<file path="src/eccs_pkg.sv">
/*
 * Package for the ECC statistics and error-injection block: register
 * offsets, field layout, reset values and carrier structs.
 * Assumes a 32-bit plain register port with byte addresses.
 */
package eccs_pkg;
    localparam int          CNT_W        = 8;
    localparam int          ADDR_W       = 12;
    localparam int          DATA_W       = 32;
    localparam logic [11:0] OFF_INJ_PKT  = 12'h3a0;
    localparam logic [11:0] OFF_INJ_PCS  = 12'h3a4;
    localparam logic [11:0] OFF_MASK_TX  = 12'h3b0;
    localparam logic [11:0] OFF_MASK_RX  = 12'h3b4;
    localparam logic [11:0] OFF_MASK_PCS = 12'h3b8;
    localparam logic [11:0] OFF_XAUI_MBE = 12'h414;
    localparam logic [11:0] OFF_TOT_SBE  = 12'h418;
    localparam logic [11:0] OFF_TOT_MBE  = 12'h41c;
    localparam logic [11:0] OFF_TX_DROP  = 12'h420;
    localparam logic [11:0] OFF_RX_DROP  = 12'h424;
    localparam int          INJ_TX_BIT   = 0;
    localparam int          INJ_RX_BIT   = 1;
    localparam logic [7:0]  CNT_RESET    = 8'h00;
    localparam logic [7:0]  CNT_MAX      = 8'hff;
    localparam logic [31:0] REG_RESET    = 32'h0000_0000;
    localparam logic [1:0]  PCS_SPAN     = 2'h2;

    // Register port request
    typedef struct packed {
        logic [11:0] addr;
        logic [31:0] wdata;
        logic        wr;
        logic        rd;
    } eccs_req_s;

    // Error reports from the three protected storages
    typedef struct packed {
        logic tx_sbe;
        logic tx_mbe;
        logic rx_sbe;
        logic rx_mbe;
        logic pcs_sbe;
        logic pcs_mbe;
        logic tx_drop;
        logic rx_drop;
    } eccs_err_s;
endpackage

</file>
<file path="src/eccs_top.sv">
/*
 * ECC statistics counters and error-injection control.
 * Assumes single-cycle register strobes on the core clock, error reports
 * from the FIFO ECC decoders on the same clock, and FIFO write strobes.
 */
`timescale 1ns/100ps
`default_nettype none
module eccs_top
    import eccs_pkg::*;
#(
    parameter int PKT_W = 32,
    parameter int PCS_W = 32
) (
    input  wire logic                  clock,
    input  wire logic                  arst_n,
    input  wire eccs_pkg::eccs_req_s   req,
    output var  logic [31:0]           rdata,
    input  wire eccs_pkg::eccs_err_s   err,
    input  wire logic                  tx_wr,
    input  wire logic                  tx_sop,
    input  wire logic                  rx_wr,
    input  wire logic                  rx_sop,
    input  wire logic                  pcs_wr,
    output var  logic [PKT_W-1:0]      tx_flip,
    output var  logic [PKT_W-1:0]      rx_flip,
    output var  logic [PCS_W-1:0]      pcs_flip,
    output var  logic                  ecc_sbe,
    output var  logic                  ecc_mbe,
    output var  logic                  ecc_packet_dropped
);
    import eccs_pkg::*;

    // Each mask must fit one register word; wider masks would need
    // more offsets than the map reserves, so they are refused here
    if (PKT_W < 1 || PKT_W > DATA_W ||
        PCS_W < 1 || PCS_W > DATA_W) begin : g_bad_width
        $error("eccs_top: mask widths must be 1..32");
    end

    logic [PKT_W-1:0] mask_tx_reg;
    logic [PKT_W-1:0] mask_rx_reg;
    logic [PCS_W-1:0] mask_pcs_reg;
    logic [1:0]       packet_fifo_inject_ctrl;
    logic             pcs_fifo_inject_ctrl;
    logic [1:0]       pcs_left_reg;
    logic [CNT_W-1:0] cnt_reg [5];
    logic [4:0]       cnt_inc;
    logic [4:0]       cnt_rd;
    logic             tx_hit;
    logic             rx_hit;
    logic             pcs_hit;

    // Register map, every entry one word with unused bits reading zero:
    //   insertion arm for the packet FIFOs, bit 0 transmit, bit 1 receive
    //   insertion arm for the PCS FIFOs, bit 0
    //   transmit, receive and PCS masks, low bits of their own words
    //   PCS multi-bit count, total single-bit and multi-bit counts
    //   transmit and receive drop counts
    // Counter offsets ignore writes; software can only read them
    // to zero, so a stray write cannot hide a fault count.
    // Masks wider than one word are a known limitation.

    // Packet FIFOs corrupt only a packet start; PCS any write
    assign tx_hit  = packet_fifo_inject_ctrl[INJ_TX_BIT] && tx_wr && tx_sop;
    assign rx_hit  = packet_fifo_inject_ctrl[INJ_RX_BIT] && rx_wr && rx_sop;
    assign pcs_hit = pcs_fifo_inject_ctrl && pcs_wr;

    // A mask may be rewritten while armed; the flip uses the value
    // held in the cycle of the hit
    // Mask registers, software writes only
    always_ff @(posedge clock or negedge arst_n) begin
        if (!arst_n) begin
            mask_tx_reg  <= '0;
            mask_rx_reg  <= '0;
            mask_pcs_reg <= '0;
        end else if (req.wr) begin
            if (req.addr == OFF_MASK_TX)
                mask_tx_reg <= req.wdata[PKT_W-1:0];
            if (req.addr == OFF_MASK_RX)
                mask_rx_reg <= req.wdata[PKT_W-1:0];
            if (req.addr == OFF_MASK_PCS)
                mask_pcs_reg <= req.wdata[PCS_W-1:0];
        end
    end

    // Packet insertion bits; a software write wins over the hardware
    // clear of the bit that was just used
    always_ff @(posedge clock or negedge arst_n) begin
        if (!arst_n) begin
            packet_fifo_inject_ctrl <= 2'h0;
        end else begin
            if (req.wr && req.addr == OFF_INJ_PKT)
                packet_fifo_inject_ctrl <= req.wdata[1:0];
            else begin
                if (tx_hit)
                    packet_fifo_inject_ctrl[INJ_TX_BIT] <= 1'b0;
                if (rx_hit)
                    packet_fifo_inject_ctrl[INJ_RX_BIT] <= 1'b0;
            end
        end
    end

    // PCS insertion: stays armed over skipped writes, then covers
    // a span of two writes since columns straddle cycles
    always_ff @(posedge clock or negedge arst_n) begin
        if (!arst_n) begin
            pcs_fifo_inject_ctrl <= 1'b0;
            pcs_left_reg         <= 2'h0;
        end else begin
            if (req.wr && req.addr == OFF_INJ_PCS)
                pcs_fifo_inject_ctrl <= req.wdata[0];
            else if (pcs_hit)
                pcs_fifo_inject_ctrl <= 1'b0;
            if (pcs_hit)
                pcs_left_reg <= PCS_SPAN - 2'h1;
            else if (pcs_wr && pcs_left_reg != 2'h0)
                pcs_left_reg <= pcs_left_reg - 2'h1;
        end
    end

    // Registered so the FIFO sees a clean vector; the cost is that
    // the FIFO applies it one cycle after its write strobe
    // Flip vectors: masked bits only, registered
    always_ff @(posedge clock or negedge arst_n) begin
        if (!arst_n) begin
            tx_flip  <= '0;
            rx_flip  <= '0;
            pcs_flip <= '0;
        end else begin
            tx_flip  <= tx_hit ? mask_tx_reg : '0;
            rx_flip  <= rx_hit ? mask_rx_reg : '0;
            pcs_flip <= (pcs_hit || (pcs_wr && pcs_left_reg != 2'h0))
                        ? mask_pcs_reg : '0;
        end
    end

    // Totals take one step per cycle, so coincident errors from
    // several storages count once
    // Counter increment sources
    always_comb begin
        cnt_inc[0] = err.pcs_mbe;
        cnt_inc[1] = err.tx_sbe | err.rx_sbe | err.pcs_sbe;
        cnt_inc[2] = err.tx_mbe | err.rx_mbe | err.pcs_mbe;
        cnt_inc[3] = err.tx_drop;
        cnt_inc[4] = err.rx_drop;
        cnt_rd[0]  = req.rd && req.addr == OFF_XAUI_MBE;
        cnt_rd[1]  = req.rd && req.addr == OFF_TOT_SBE;
        cnt_rd[2]  = req.rd && req.addr == OFF_TOT_MBE;
        cnt_rd[3]  = req.rd && req.addr == OFF_TX_DROP;
        cnt_rd[4]  = req.rd && req.addr == OFF_RX_DROP;
    end

    // Saturating clear-on-read counters; an event in the read cycle
    // is kept as a count of one rather than lost
    for (genvar i = 0; i < 5; i++) begin : g_cnt
        always_ff @(posedge clock or negedge arst_n) begin
            if (!arst_n)
                cnt_reg[i] <= CNT_RESET;
            else if (cnt_rd[i])
                cnt_reg[i] <= cnt_inc[i] ? 8'h01 : CNT_RESET;
            else if (cnt_inc[i] && cnt_reg[i] != CNT_MAX)
                cnt_reg[i] <= cnt_reg[i] + 8'h01;
        end

        // Per-counter checks, one copy for each of the five counters
        a_cnt_sat: assert property (
            @(posedge clock) disable iff (!arst_n)
            (cnt_reg[i] == CNT_MAX && !cnt_rd[i]) |=> cnt_reg[i] == CNT_MAX)
            else $error("counter left saturation before a read");
        a_cnt_clear: assert property (
            @(posedge clock) disable iff (!arst_n)
            (cnt_rd[i] && !cnt_inc[i]) |=> cnt_reg[i] == CNT_RESET)
            else $error("counter not cleared by its read");
        a_cnt_idle: assert property (
            @(posedge clock) disable iff (!arst_n)
            (!cnt_inc[i] && !cnt_rd[i]) |=> $stable(cnt_reg[i]))
            else $error("counter moved without event or read");
    end

    // Counters clear on the read strobe edge, so the value returned
    // is the last one before the clear
    // Read data, one cycle after the strobe; unmapped reads zero
    always_ff @(posedge clock or negedge arst_n) begin
        if (!arst_n) begin
            rdata <= REG_RESET;
        end else if (req.rd) begin
            case (req.addr)
                OFF_MASK_TX:  rdata <= DATA_W'(mask_tx_reg);
                OFF_MASK_RX:  rdata <= DATA_W'(mask_rx_reg);
                OFF_MASK_PCS: rdata <= DATA_W'(mask_pcs_reg);
                OFF_INJ_PKT:  rdata <= {30'h0, packet_fifo_inject_ctrl};
                OFF_INJ_PCS:  rdata <= {31'h0, pcs_fifo_inject_ctrl};
                OFF_XAUI_MBE: rdata <= {24'h0, cnt_reg[0]};
                OFF_TOT_SBE:  rdata <= {24'h0, cnt_reg[1]};
                OFF_TOT_MBE:  rdata <= {24'h0, cnt_reg[2]};
                OFF_TX_DROP:  rdata <= {24'h0, cnt_reg[3]};
                OFF_RX_DROP:  rdata <= {24'h0, cnt_reg[4]};
                default:      rdata <= REG_RESET;
            endcase
        end else begin
            rdata <= REG_RESET;
        end
    end

    // Observation pulses; drops come from packet FIFOs only
    always_ff @(posedge clock or negedge arst_n) begin
        if (!arst_n) begin
            ecc_sbe            <= 1'b0;
            ecc_mbe            <= 1'b0;
            ecc_packet_dropped <= 1'b0;
        end else begin
            ecc_sbe            <= cnt_inc[1];
            ecc_mbe            <= cnt_inc[2];
            ecc_packet_dropped <= err.tx_drop | err.rx_drop;
        end
    end

    // Counter steps, saturation and read behaviour
    a_sat_hold: assert property (
        @(posedge clock) disable iff (!arst_n)
        (cnt_reg[2] == CNT_MAX && !cnt_rd[2]) |=> cnt_reg[2] == CNT_MAX)
        else $error("total fatal count left saturation");
    a_read_clears: assert property (
        @(posedge clock) disable iff (!arst_n)
        (cnt_rd[0] && !cnt_inc[0]) |=> cnt_reg[0] == 8'h00)
        else $error("read did not clear pcs count");
    a_read_value: assert property (
        @(posedge clock) disable iff (!arst_n)
        cnt_rd[1] |=> rdata == {24'h0, $past(cnt_reg[1])})
        else $error("read data wrong for corrected count");
    a_count_step: assert property (
        @(posedge clock) disable iff (!arst_n)
        (cnt_inc[3] && !cnt_rd[3] && cnt_reg[3] != CNT_MAX)
        |=> cnt_reg[3] == $past(cnt_reg[3]) + 8'h01)
        else $error("tx drop count did not step");
    a_rx_drop_step: assert property (
        @(posedge clock) disable iff (!arst_n)
        (cnt_inc[4] && !cnt_rd[4] && cnt_reg[4] != CNT_MAX)
        |=> cnt_reg[4] == $past(cnt_reg[4]) + 8'h01)
        else $error("rx drop count did not step");
    a_pcs_mbe_step: assert property (
        @(posedge clock) disable iff (!arst_n)
        (cnt_inc[0] && !cnt_rd[0] && cnt_reg[0] != CNT_MAX)
        |=> cnt_reg[0] == $past(cnt_reg[0]) + 8'h01)
        else $error("pcs multi-bit count did not step");
    a_total_sbe: assert property (
        @(posedge clock) disable iff (!arst_n)
        (cnt_inc[1] && !cnt_rd[1] && cnt_reg[1] != CNT_MAX)
        |=> cnt_reg[1] == $past(cnt_reg[1]) + 8'h01)
        else $error("total single-bit count did not step");
    a_total_mbe: assert property (
        @(posedge clock) disable iff (!arst_n)
        (cnt_inc[2] && !cnt_rd[2] && cnt_reg[2] != CNT_MAX)
        |=> cnt_reg[2] == $past(cnt_reg[2]) + 8'h01)
        else $error("total multi-bit count did not step");

    // Injection timing, mask use and self-clearing arms
    a_tx_first: assert property (
        @(posedge clock) disable iff (!arst_n)
        (tx_wr && !tx_sop) |=> tx_flip == '0)
        else $error("tx corruption off packet start");
    a_rx_first: assert property (
        @(posedge clock) disable iff (!arst_n)
        (rx_wr && !rx_sop) |=> rx_flip == '0)
        else $error("rx corruption off packet start");
    a_tx_quiet: assert property (
        @(posedge clock) disable iff (!arst_n)
        !tx_hit |=> tx_flip == '0)
        else $error("tx corruption without armed start");
    a_rx_quiet: assert property (
        @(posedge clock) disable iff (!arst_n)
        !rx_hit |=> rx_flip == '0)
        else $error("rx corruption without armed start");
    a_tx_arm_keep: assert property (
        @(posedge clock) disable iff (!arst_n)
        (packet_fifo_inject_ctrl[INJ_TX_BIT] && !tx_hit && !req.wr)
        |=> packet_fifo_inject_ctrl[INJ_TX_BIT])
        else $error("tx arm lost before a packet start");
    a_rx_arm_keep: assert property (
        @(posedge clock) disable iff (!arst_n)
        (packet_fifo_inject_ctrl[INJ_RX_BIT] && !rx_hit && !req.wr)
        |=> packet_fifo_inject_ctrl[INJ_RX_BIT])
        else $error("rx arm lost before a packet start");
    a_tx_mask_used: assert property (
        @(posedge clock) disable iff (!arst_n)
        tx_hit |=> tx_flip == $past(mask_tx_reg))
        else $error("tx flip differs from mask");
    a_rx_mask_used: assert property (
        @(posedge clock) disable iff (!arst_n)
        rx_hit |=> rx_flip == $past(mask_rx_reg))
        else $error("rx flip differs from mask");
    a_pcs_now: assert property (
        @(posedge clock) disable iff (!arst_n)
        pcs_hit |=> pcs_flip == $past(mask_pcs_reg) && !pcs_fifo_inject_ctrl)
        else $error("pcs corruption not applied");
    a_pcs_span: assert property (
        @(posedge clock) disable iff (!arst_n)
        (pcs_hit ##1 pcs_wr) |=> pcs_flip == $past(mask_pcs_reg))
        else $error("pcs corruption missing on second write");
    a_pcs_end: assert property (
        @(posedge clock) disable iff (!arst_n)
        (pcs_wr && !pcs_hit && pcs_left_reg == 2'h0) |=> pcs_flip == '0)
        else $error("pcs corruption beyond its span");
    a_pcs_quiet: assert property (
        @(posedge clock) disable iff (!arst_n)
        !pcs_wr |=> pcs_flip == '0)
        else $error("pcs corruption on a skipped write");
    a_skip_hold: assert property (
        @(posedge clock) disable iff (!arst_n)
        (pcs_fifo_inject_ctrl && !pcs_wr && !req.wr) |=> pcs_fifo_inject_ctrl)
        else $error("pcs arm lost on skipped write");
    a_auto_clear: assert property (
        @(posedge clock) disable iff (!arst_n)
        (tx_hit && !req.wr) |=> !packet_fifo_inject_ctrl[INJ_TX_BIT])
        else $error("tx insertion bit not cleared");
    a_rx_auto_clear: assert property (
        @(posedge clock) disable iff (!arst_n)
        (rx_hit && !req.wr) |=> !packet_fifo_inject_ctrl[INJ_RX_BIT])
        else $error("rx insertion bit not cleared");
    a_pcs_arm_clear: assert property (
        @(posedge clock) disable iff (!arst_n)
        (pcs_hit && !req.wr) |=> !pcs_fifo_inject_ctrl)
        else $error("pcs insertion bit not cleared");

    // Observation pulses and the transmit drop counter beside them
    a_sbe_pulse: assert property (
        @(posedge clock) disable iff (!arst_n)
        (err.tx_sbe || err.rx_sbe || err.pcs_sbe) |=> ecc_sbe)
        else $error("single-bit pulse missing");
    a_mbe_pulse: assert property (
        @(posedge clock) disable iff (!arst_n)
        (err.tx_mbe || err.rx_mbe || err.pcs_mbe) |=> ecc_mbe)
        else $error("multi-bit pulse missing");
    a_drop_pulse: assert property (
        @(posedge clock) disable iff (!arst_n)
        (err.tx_drop && !cnt_rd[3] && cnt_reg[3] != CNT_MAX)
        |=> ecc_packet_dropped && cnt_reg[3] == $past(cnt_reg[3]) + 8'h01)
        else $error("drop pulse and drop count out of step");
    a_drop_pcs: assert property (
        @(posedge clock) disable iff (!arst_n)
        (!err.tx_drop && !err.rx_drop) |=> !ecc_packet_dropped)
        else $error("drop pulse without packet fifo drop");
    a_pcs_no_drop: assert property (
        @(posedge clock) disable iff (!arst_n)
        (err.pcs_mbe && !err.tx_drop && !err.rx_drop) |=> !ecc_packet_dropped)
        else $error("pcs error raised the drop pulse");

    // Masks, insertion bits and counters read as cleared at the first edge after reset
    a_reset_clean: assert property (
        @(posedge clock) disable iff (!arst_n)
        $rose(arst_n) |-> (mask_tx_reg == '0 && mask_rx_reg == '0
        && mask_pcs_reg == '0 && packet_fifo_inject_ctrl == 2'h0
        && !pcs_fifo_inject_ctrl && cnt_reg[0] == CNT_RESET
        && cnt_reg[1] == CNT_RESET && cnt_reg[2] == CNT_RESET
        && cnt_reg[3] == CNT_RESET && cnt_reg[4] == CNT_RESET))
        else $error("state not cleared by reset");
endmodule
`default_nettype wire

</file>
<file path="config.mk">
export PLATFORM = sky130hd
export DESIGN_NAME = eccs_top
export DESIGN_NICKNAME = d
export VERILOG_FILES = /design/src/eccs_pkg.sv /design/src/eccs_top.sv
export SDC_FILE = /design/constraint.sdc
export NUM_CORES = 1
export LEC_CHECK = 0
export BUFFER_PORTS_ARGS = -buffer_cell sky130_fd_sc_hd__buf_4
export CORE_AREA = 2 2 153 155
export DETAILED_ROUTE_END_ITERATION = 12
export DIE_AREA = 0 0 155 157
export PLACE_DENSITY_LB_ADDON = 0.05
export SETUP_SLACK_MARGIN = 0.02
export SLEW_MARGIN = 30
export SYNTH_ARGS = -nofsm -noshare
export SYNTH_HDL_FRONTEND = slang
export SYNTH_SLANG_ARGS = --single-unit
</file>
<file path="constraint.sdc">
create_clock -name clock -period 1.9 [get_ports clock]
set_clock_uncertainty 0.05 [all_clocks]
set_input_delay 0.285 -clock clock [delete_from_list [all_inputs] [get_ports clock]]
set_output_delay 0.285 -clock clock [all_outputs]
set_load 0.005 [all_outputs]
</file>
Word level (Yosys, flattened, before mapping):

Index checks and enable logic that the tools add are counted.

* flip-flop bits (word level): 272
* input bits: 61
* output and inout port bits: 131
* logic and storage cells: 104

* add/subtract/negate cells: 6
* equality and inequality tests: 15
* multiplexer cells: 27
* bitwise operators: 5
* reduce and logical (&&, ||, !) cells: 32

Operators by type and width (count)
* $pmux 32 s10: 1
* $mux 32: 4
* $mux 8: 10
* $eq 12x10->1 const B: 5
* $eq 12x11->1 const B: 5
* $add 8x1->8 const B: 5
* $ne 8x8->1 const B: 5
* $reduce_bool 2->1: 10
* $logic_and 1x1->1: 18
* $mux 1: 9
* $mux 2: 3
* $reduce_and 2->1: 3
* $or 1x1->1: 5
* $sub 2x1->2 const B: 1
* $logic_or 1x1->1: 1

Longest topological paths before layout:

* word-level depth: 5
* gate-level depth with buffers: 7
* gate-level depth less buffers: 5

Worst setup path after synthesis:

Ideal clock, no wire load.

* path kind: input to register
* start point: in req[37] in the netlist's numbering
* end point: reg mask_rx_reg[10]
* setup time: 125 ps
* arrival time: 1879 ps
* required time: 1725 ps
* setup slack: -154 ps
* stages: 7
* buffers on the path: 3
* cells stage by stage: buf_2 or4b_1 buf_2 nor3_4 nand2_2 buf_6 mux2_4

* word-level cells in the longest chain between the ends: 2

RTL lines
* from (decl): RTL line eccs_top.sv:16 `input wire eccs_pkg::eccs_req_s req,`
* $eq 12x10->1: RTL line eccs_top.sv:79 `if (req.addr == OFF_MASK_RX)`
* $reduce_and 2->1 (no source line)
* to (signal assigned): RTL line eccs_top.sv:80 `mask_rx_reg <= req.wdata[PKT_W-1:0];`
* to (decl): RTL line eccs_top.sv:41 `logic [PKT_W-1:0] mask_rx_reg;`

Every way passes these cells.
A chain may end at the register's enable or synchronous reset.

Worst setup path after layout:

* start point: reg cnt_reg[16] in the netlist's numbering
* end point: reg cnt_reg[21] in the netlist's numbering

* word-level cells in the longest chain between the ends: 3
* elaborated cells between the ends (all ways): 6
* classes of those cells: add/sub: 1; eq/ne: 1; mux: 2; reduce/logical: 2

RTL lines
* from (decl): RTL line eccs_top.sv:46 `logic [CNT_W-1:0] cnt_reg [5];`
* from (signal, indexed assignment): RTL line eccs_top.sv:160 `cnt_reg[i] <= cnt_inc[i] ? 8'h01 : CNT_RESET;`
* from (signal, indexed assignment): RTL line eccs_top.sv:162 `cnt_reg[i] <= cnt_reg[i] + 8'h01;`
* $add 8x1->8 / $ne 8x8->1 (equally long branches): RTL line eccs_top.sv:162, eccs_top.sv:161
* $mux 8 / $logic_and 1x1->1 (equally long branches): RTL line eccs_top.sv:161 `else if (cnt_inc[i] && cnt_reg[i] != CNT_MAX)`
* $mux 8 / $reduce_bool 2->1 (equally long branches)

Parallel ways exist; a longest one is shown, timed or not. The select of a mux whose other input is x is not followed.

==> implementation parameters <==
Parameter                              Value

Outcome
  Status ... finished, final reports clean

Detailed routing
  1st-iter DRT viols ... between 500 and 600
  Via count ... between 8000 and 9000
  Number of design rule violations left after detail routing ... 0
  TritonRoute pass-1 iters ... 5
  Average wire per standard cell ... ~20 um
  Average vias per placed instance ... 5.59
  Total Routed Length ... 29.4 mm
  Post-detailed-route count of antenna-violating nets ... 0

Finish
  Area added between synthesis and finish ... 32.6%
  Layout Nets ... ~1200
  Final Cell Area ... ~0.015 mm2
  Final Util ... between 60% and 70%
  Antenna Diode Count ... 0
  Share of layout cells above drive strength 1 ... between 30 and 40%
  Flip-flop count of the largest register after layout ... 40

Global route
  Initial antenna violation count ... 0
  Global-route total usage across every layer ... between 20 and 25%
  Largest net degree at the start of global routing ... a little over 50
  Number of global-route vias before repair ... 8109
  Wire length of the first global-routing pass ... 45.6 mm
  Global-route congestion overflow total ... 0

Power
  Sequential cell fraction of total power ... 47.9%
  Net switching component of the power ... about 0.0036 W
  Proportion of total power due to net switching ... a little over a quarter
  Peak supply drop ... 833 uV
  Static Leakage ... roughly 7.5 nW
  Clock network fraction of total power ... ~40%
  Comb pwr share ... about an eighth
  Power per cell area ... a little over 900 mW/mm2
  Internal Pwr Total ... 0.0102 W

Yosys
  Yosys top cell by area ... sky130_fd_sc_hd__dfrtp_1
  Avg Inst Size Synth ... 13.0 um2
  Leading cell types by count after synthesis ... 272 x sky130_fd_sc_hd__dfrtp_1, 99 x sky130_fd_sc_hd__and2_1, 76 x sky130_fd_sc_hd__mux2_2
  Synth area leaders ... sky130_fd_sc_hd__dfrtp_1 60%, sky130_fd_sc_hd__mux2_2 7.5%, sky130_fd_sc_hd__and2_1 5.4%, sky130_fd_sc_hd__mux2_4 4.0%, sky130_fd_sc_hd__a222oi_1 2.1%
  Ys Warns ... 0
  Number of instances in the synthesized netlist ... roughly 880
  Post-synthesis cell type count ... between 60 and 70
  Most used DFF post-synth ... sky130_fd_sc_hd__dfrtp_1
  Number of flops mapped to enable cells by yosys ... 0
  Cell with the most instances after synthesis ... sky130_fd_sc_hd__dfrtp_1
  Area of the mapped netlist ... 0.0114 mm2
  Synth top area share ... roughly three fifths
  Synthesis-stage register bit count ... 272
  Sequential-to-total area share from yosys stat ... between 50% and 60%
  Synthesized netlist net count ... about 950
  Async set or reset register ratio after synthesis ... between 90% and 100%

Floorplan
  Initial Util ... around half
  Die ar. ... about 0.024 mm2
  Overall die width ... 155 um
  Core region area ... 0.0225 mm2
  Top-level port count ... about 190
  Row cnt ... between 50 and 60
  Vertical die dimension ... ~160 um

Setup path
  Crit. End Element ... flip-flop
  Reg-to-reg critical path startpoint ... cnt_reg[16]$_DFFE_PN0P_
  Logic depth of the worst path, buffers included ... 5
  Worst R2R Path Depth ... 5
  CP Max Fanout ... 6
  End of the worst register-to-register path ... cnt_reg[21]$_DFFE_PN0P_
  Critical Path AT ... approximately 2200 ps
  Longest individual stage delay on the worst path ... 540 ps
  Required time of the critical path ... approximately 2300 ps
  Family of cells with the greatest summed delay on the critical path ... simple AND/OR/NAND/NOR gates
  Worst Setup Path Type ... reg -> reg
  Minimum setup slack among reg-to-reg paths ... between 100 and 150 ps
  Critical Path Slowest Stage Cell ... sky130_fd_sc_hd__or4_1
  Bufs and invs on worst path ... 0
  Critical path startpoint category ... flip-flop
  Cell Chain, Critical Path ... ha_2 -> and3_1 -> a21o_1 -> or4_1 -> a21oi_2

Placed design
  Area of placed instances ... ~0.014 mm2
  IO buf count ... approximately 190
  Placed wire-length estimate ... 19.9 mm
  Global placement routability congestion ... 0.896

Clock tree
  Total clock sinks ... about 270
  Cell at the root of the clock tree ... sky130_fd_sc_hd__clkbuf_16
  Max Buffers Root-to-Sink ... 3
  Number of H-tree branching levels ... 1
  TritonCTS clock tree ... yes
  Clock network latency to the later pin of the worst-skew pair ... approximately 540 ps
  TritonCTS Buffers ... 28
  Clock transition at path regs ... around 70 ps

STA
  Slew at the pin closest to its max-slew limit ... ~490 ps
  Unrepaired setup endpoints after global routing ... false
  Max Fclk ... between 0.5 and 0.6 GHz
  Final clock period utilization by the worst path ... between 90% and 100%
  Final number of hold-violating endpoints ... 0
  Relative slew slack ... about two thirds
  Sum of negative setup slack ... 0 ps
  Max-slew violation total from the final report ... 0
  Setup-failing EPs final ... 0
  Time the worst path needs with I/O delays and setup ... around 1800 ps

Hold path
  Hold Path Depth ... 3
  HP Class ... in -> reg
  Capture endpoint of the worst hold path ... pcs_fifo_inject_ctrl$_DFFE_PN0P_
  Hold path startpoint ... pcs_wr

Flow run
  Max_cap viols ... 0
worst max-delay path by stage:
stage                            startpoint                           to  slack [ps]
floorplan                           req[37]  mask_rx_reg[10]$_DFFE_PN0P_        -130
global placement                    req[42]           rdata[0]$_DFF_PN0_        -290
detailed placement                  req[42]           rdata[0]$_DFF_PN0_        -270
CTS                 cnt_reg[16]$_DFFE_PN0P_      cnt_reg[21]$_DFFE_PN0P_          70
global route        cnt_reg[16]$_DFFE_PN0P_      cnt_reg[21]$_DFFE_PN0P_          30
finish              cnt_reg[16]$_DFFE_PN0P_      cnt_reg[21]$_DFFE_PN0P_         120
logic make-up after synthesis:
family / count (synthesis) / synth area share [%]
fa+ha+maj: 6 / 0.659
mux: 120 / 12.7
buf+inv: 59 / 2.34
compound gates: 118 / 8.00
simple gates: 288 / 15.3
xor+xnor: 16 / 1.23
flops: 272 / 59.8
power by group through the flow:
| stage | clock network [W] | logic (W) | registers [W] |
|---|---|---|---|
| finish | 0.00549 | 0.00174 | 0.00664 |
| global route | 0.00582 | 0.00196 | 0.00671 |
| CTS | 0.00559 | 0.00174 | 0.00663 |
| detailed placement | 0 | 0.00167 | 0.00673 |
| global placement | 0 | 0.00163 | 0.00673 |
| floorplan | 0 | 0.000933 | 0.00661 |
repair_timing:
| action | in CTS | in global routing |
|---|---|---|
| buffers inserted | 0 | 1 |
| hold endpoints to repair | 187 | 0 |
| hold buffers | 37 | 0 |
| setup endpoints to repair | 0 | 6 |
| gates resized for setup | 0 | 5 |
per-stage QoR:
stage / total power [W] / instances / hold WS (ps) / setup WS [ps]
after global routing: 0.0145 / 1482 / 72.7 / 31.3
after global placement: 0.00836 / 1393 / 178 / -288
after floorplan: 0.00754 / 879 / -60.6 / -129
after CTS: 0.0140 / 1481 / 52.8 / 69.1
after detailed placement: 0.00840 / 1393 / 180 / -273
final: 0.0139 / 1482 / 72.3 / 116
per-layer routing:
metal | wire [um] | GRT usage (%) | up-vias
li1 | - | - | 3816
met3 | 1440 | 2.67 | 51
met4 | 842 | 7.41 | 0
met2 | 14400 | 40.3 | 286
met1 | 12700 | 33.4 | 4128
met5 | 0 | 0 | -
final cells by class:
class | count | area, um2
flip-flops and latches | 272 | 6810
repair buffers | 315 | 2590
clock inverters | 8 | 111
well taps | 285 | 357
inverters | 11 | 41.3
multi-input cells | 548 | 4380
clock buffers | 43 | 817
fillers | 1718 | 7400
worst register-to-register path: cells and delay by family (launching register included):
kind | cells | cell delay (ps)
and+or+nand+nor | 2 | 730
AOI/OAI and AO/OA | 2 | 350
adders and majority gates | 1 | 200
DFF | 1 | 390
placed cells by master (no fill, tap or decap), types with 4 or more instances in the layout:
cell	n
sky130_fd_sc_hd__or4_1	5
sky130_fd_sc_hd__and2_1	99
sky130_fd_sc_hd__and3_1	11
sky130_fd_sc_hd__or3_1	7
sky130_fd_sc_hd__ha_1	5
sky130_fd_sc_hd__mux2_4	30
sky130_fd_sc_hd__nor4b_1	6
sky130_fd_sc_hd__a21oi_1	13
sky130_fd_sc_hd__inv_1	10
sky130_fd_sc_hd__dlygate4sd3_1	37
sky130_fd_sc_hd__xnor2_1	8
sky130_fd_sc_hd__nand2_1	19
sky130_fd_sc_hd__a2bb2oi_1	4
sky130_fd_sc_hd__a22o_1	11
sky130_fd_sc_hd__nor3_1	32
sky130_fd_sc_hd__nor2_1	42
sky130_fd_sc_hd__a211oi_1	6
sky130_fd_sc_hd__xor2_1	8
sky130_fd_sc_hd__a311oi_1	5
sky130_fd_sc_hd__buf_12	10
sky130_fd_sc_hd__and4_1	8
sky130_fd_sc_hd__dfrtp_1	272
sky130_fd_sc_hd__o211ai_1	5
sky130_fd_sc_hd__buf_4	267
sky130_fd_sc_hd__clkbuf_1	9
sky130_fd_sc_hd__o21ai_0	16
sky130_fd_sc_hd__nand4_1	9
sky130_fd_sc_hd__clkbuf_16	28
sky130_fd_sc_hd__mux2i_1	14
sky130_fd_sc_hd__mux2_2	76
sky130_fd_sc_hd__nor4_4	4
sky130_fd_sc_hd__nand3_1	16
sky130_fd_sc_hd__a222oi_1	24
sky130_fd_sc_hd__a32oi_1	10
sky130_fd_sc_hd__clkbuf_8	6
sky130_fd_sc_hd__nor4_1	6
sky130_fd_sc_hd__o31ai_1	6
sky130_fd_sc_hd__nor2b_1	4
(Power assumes the default switching activity.)
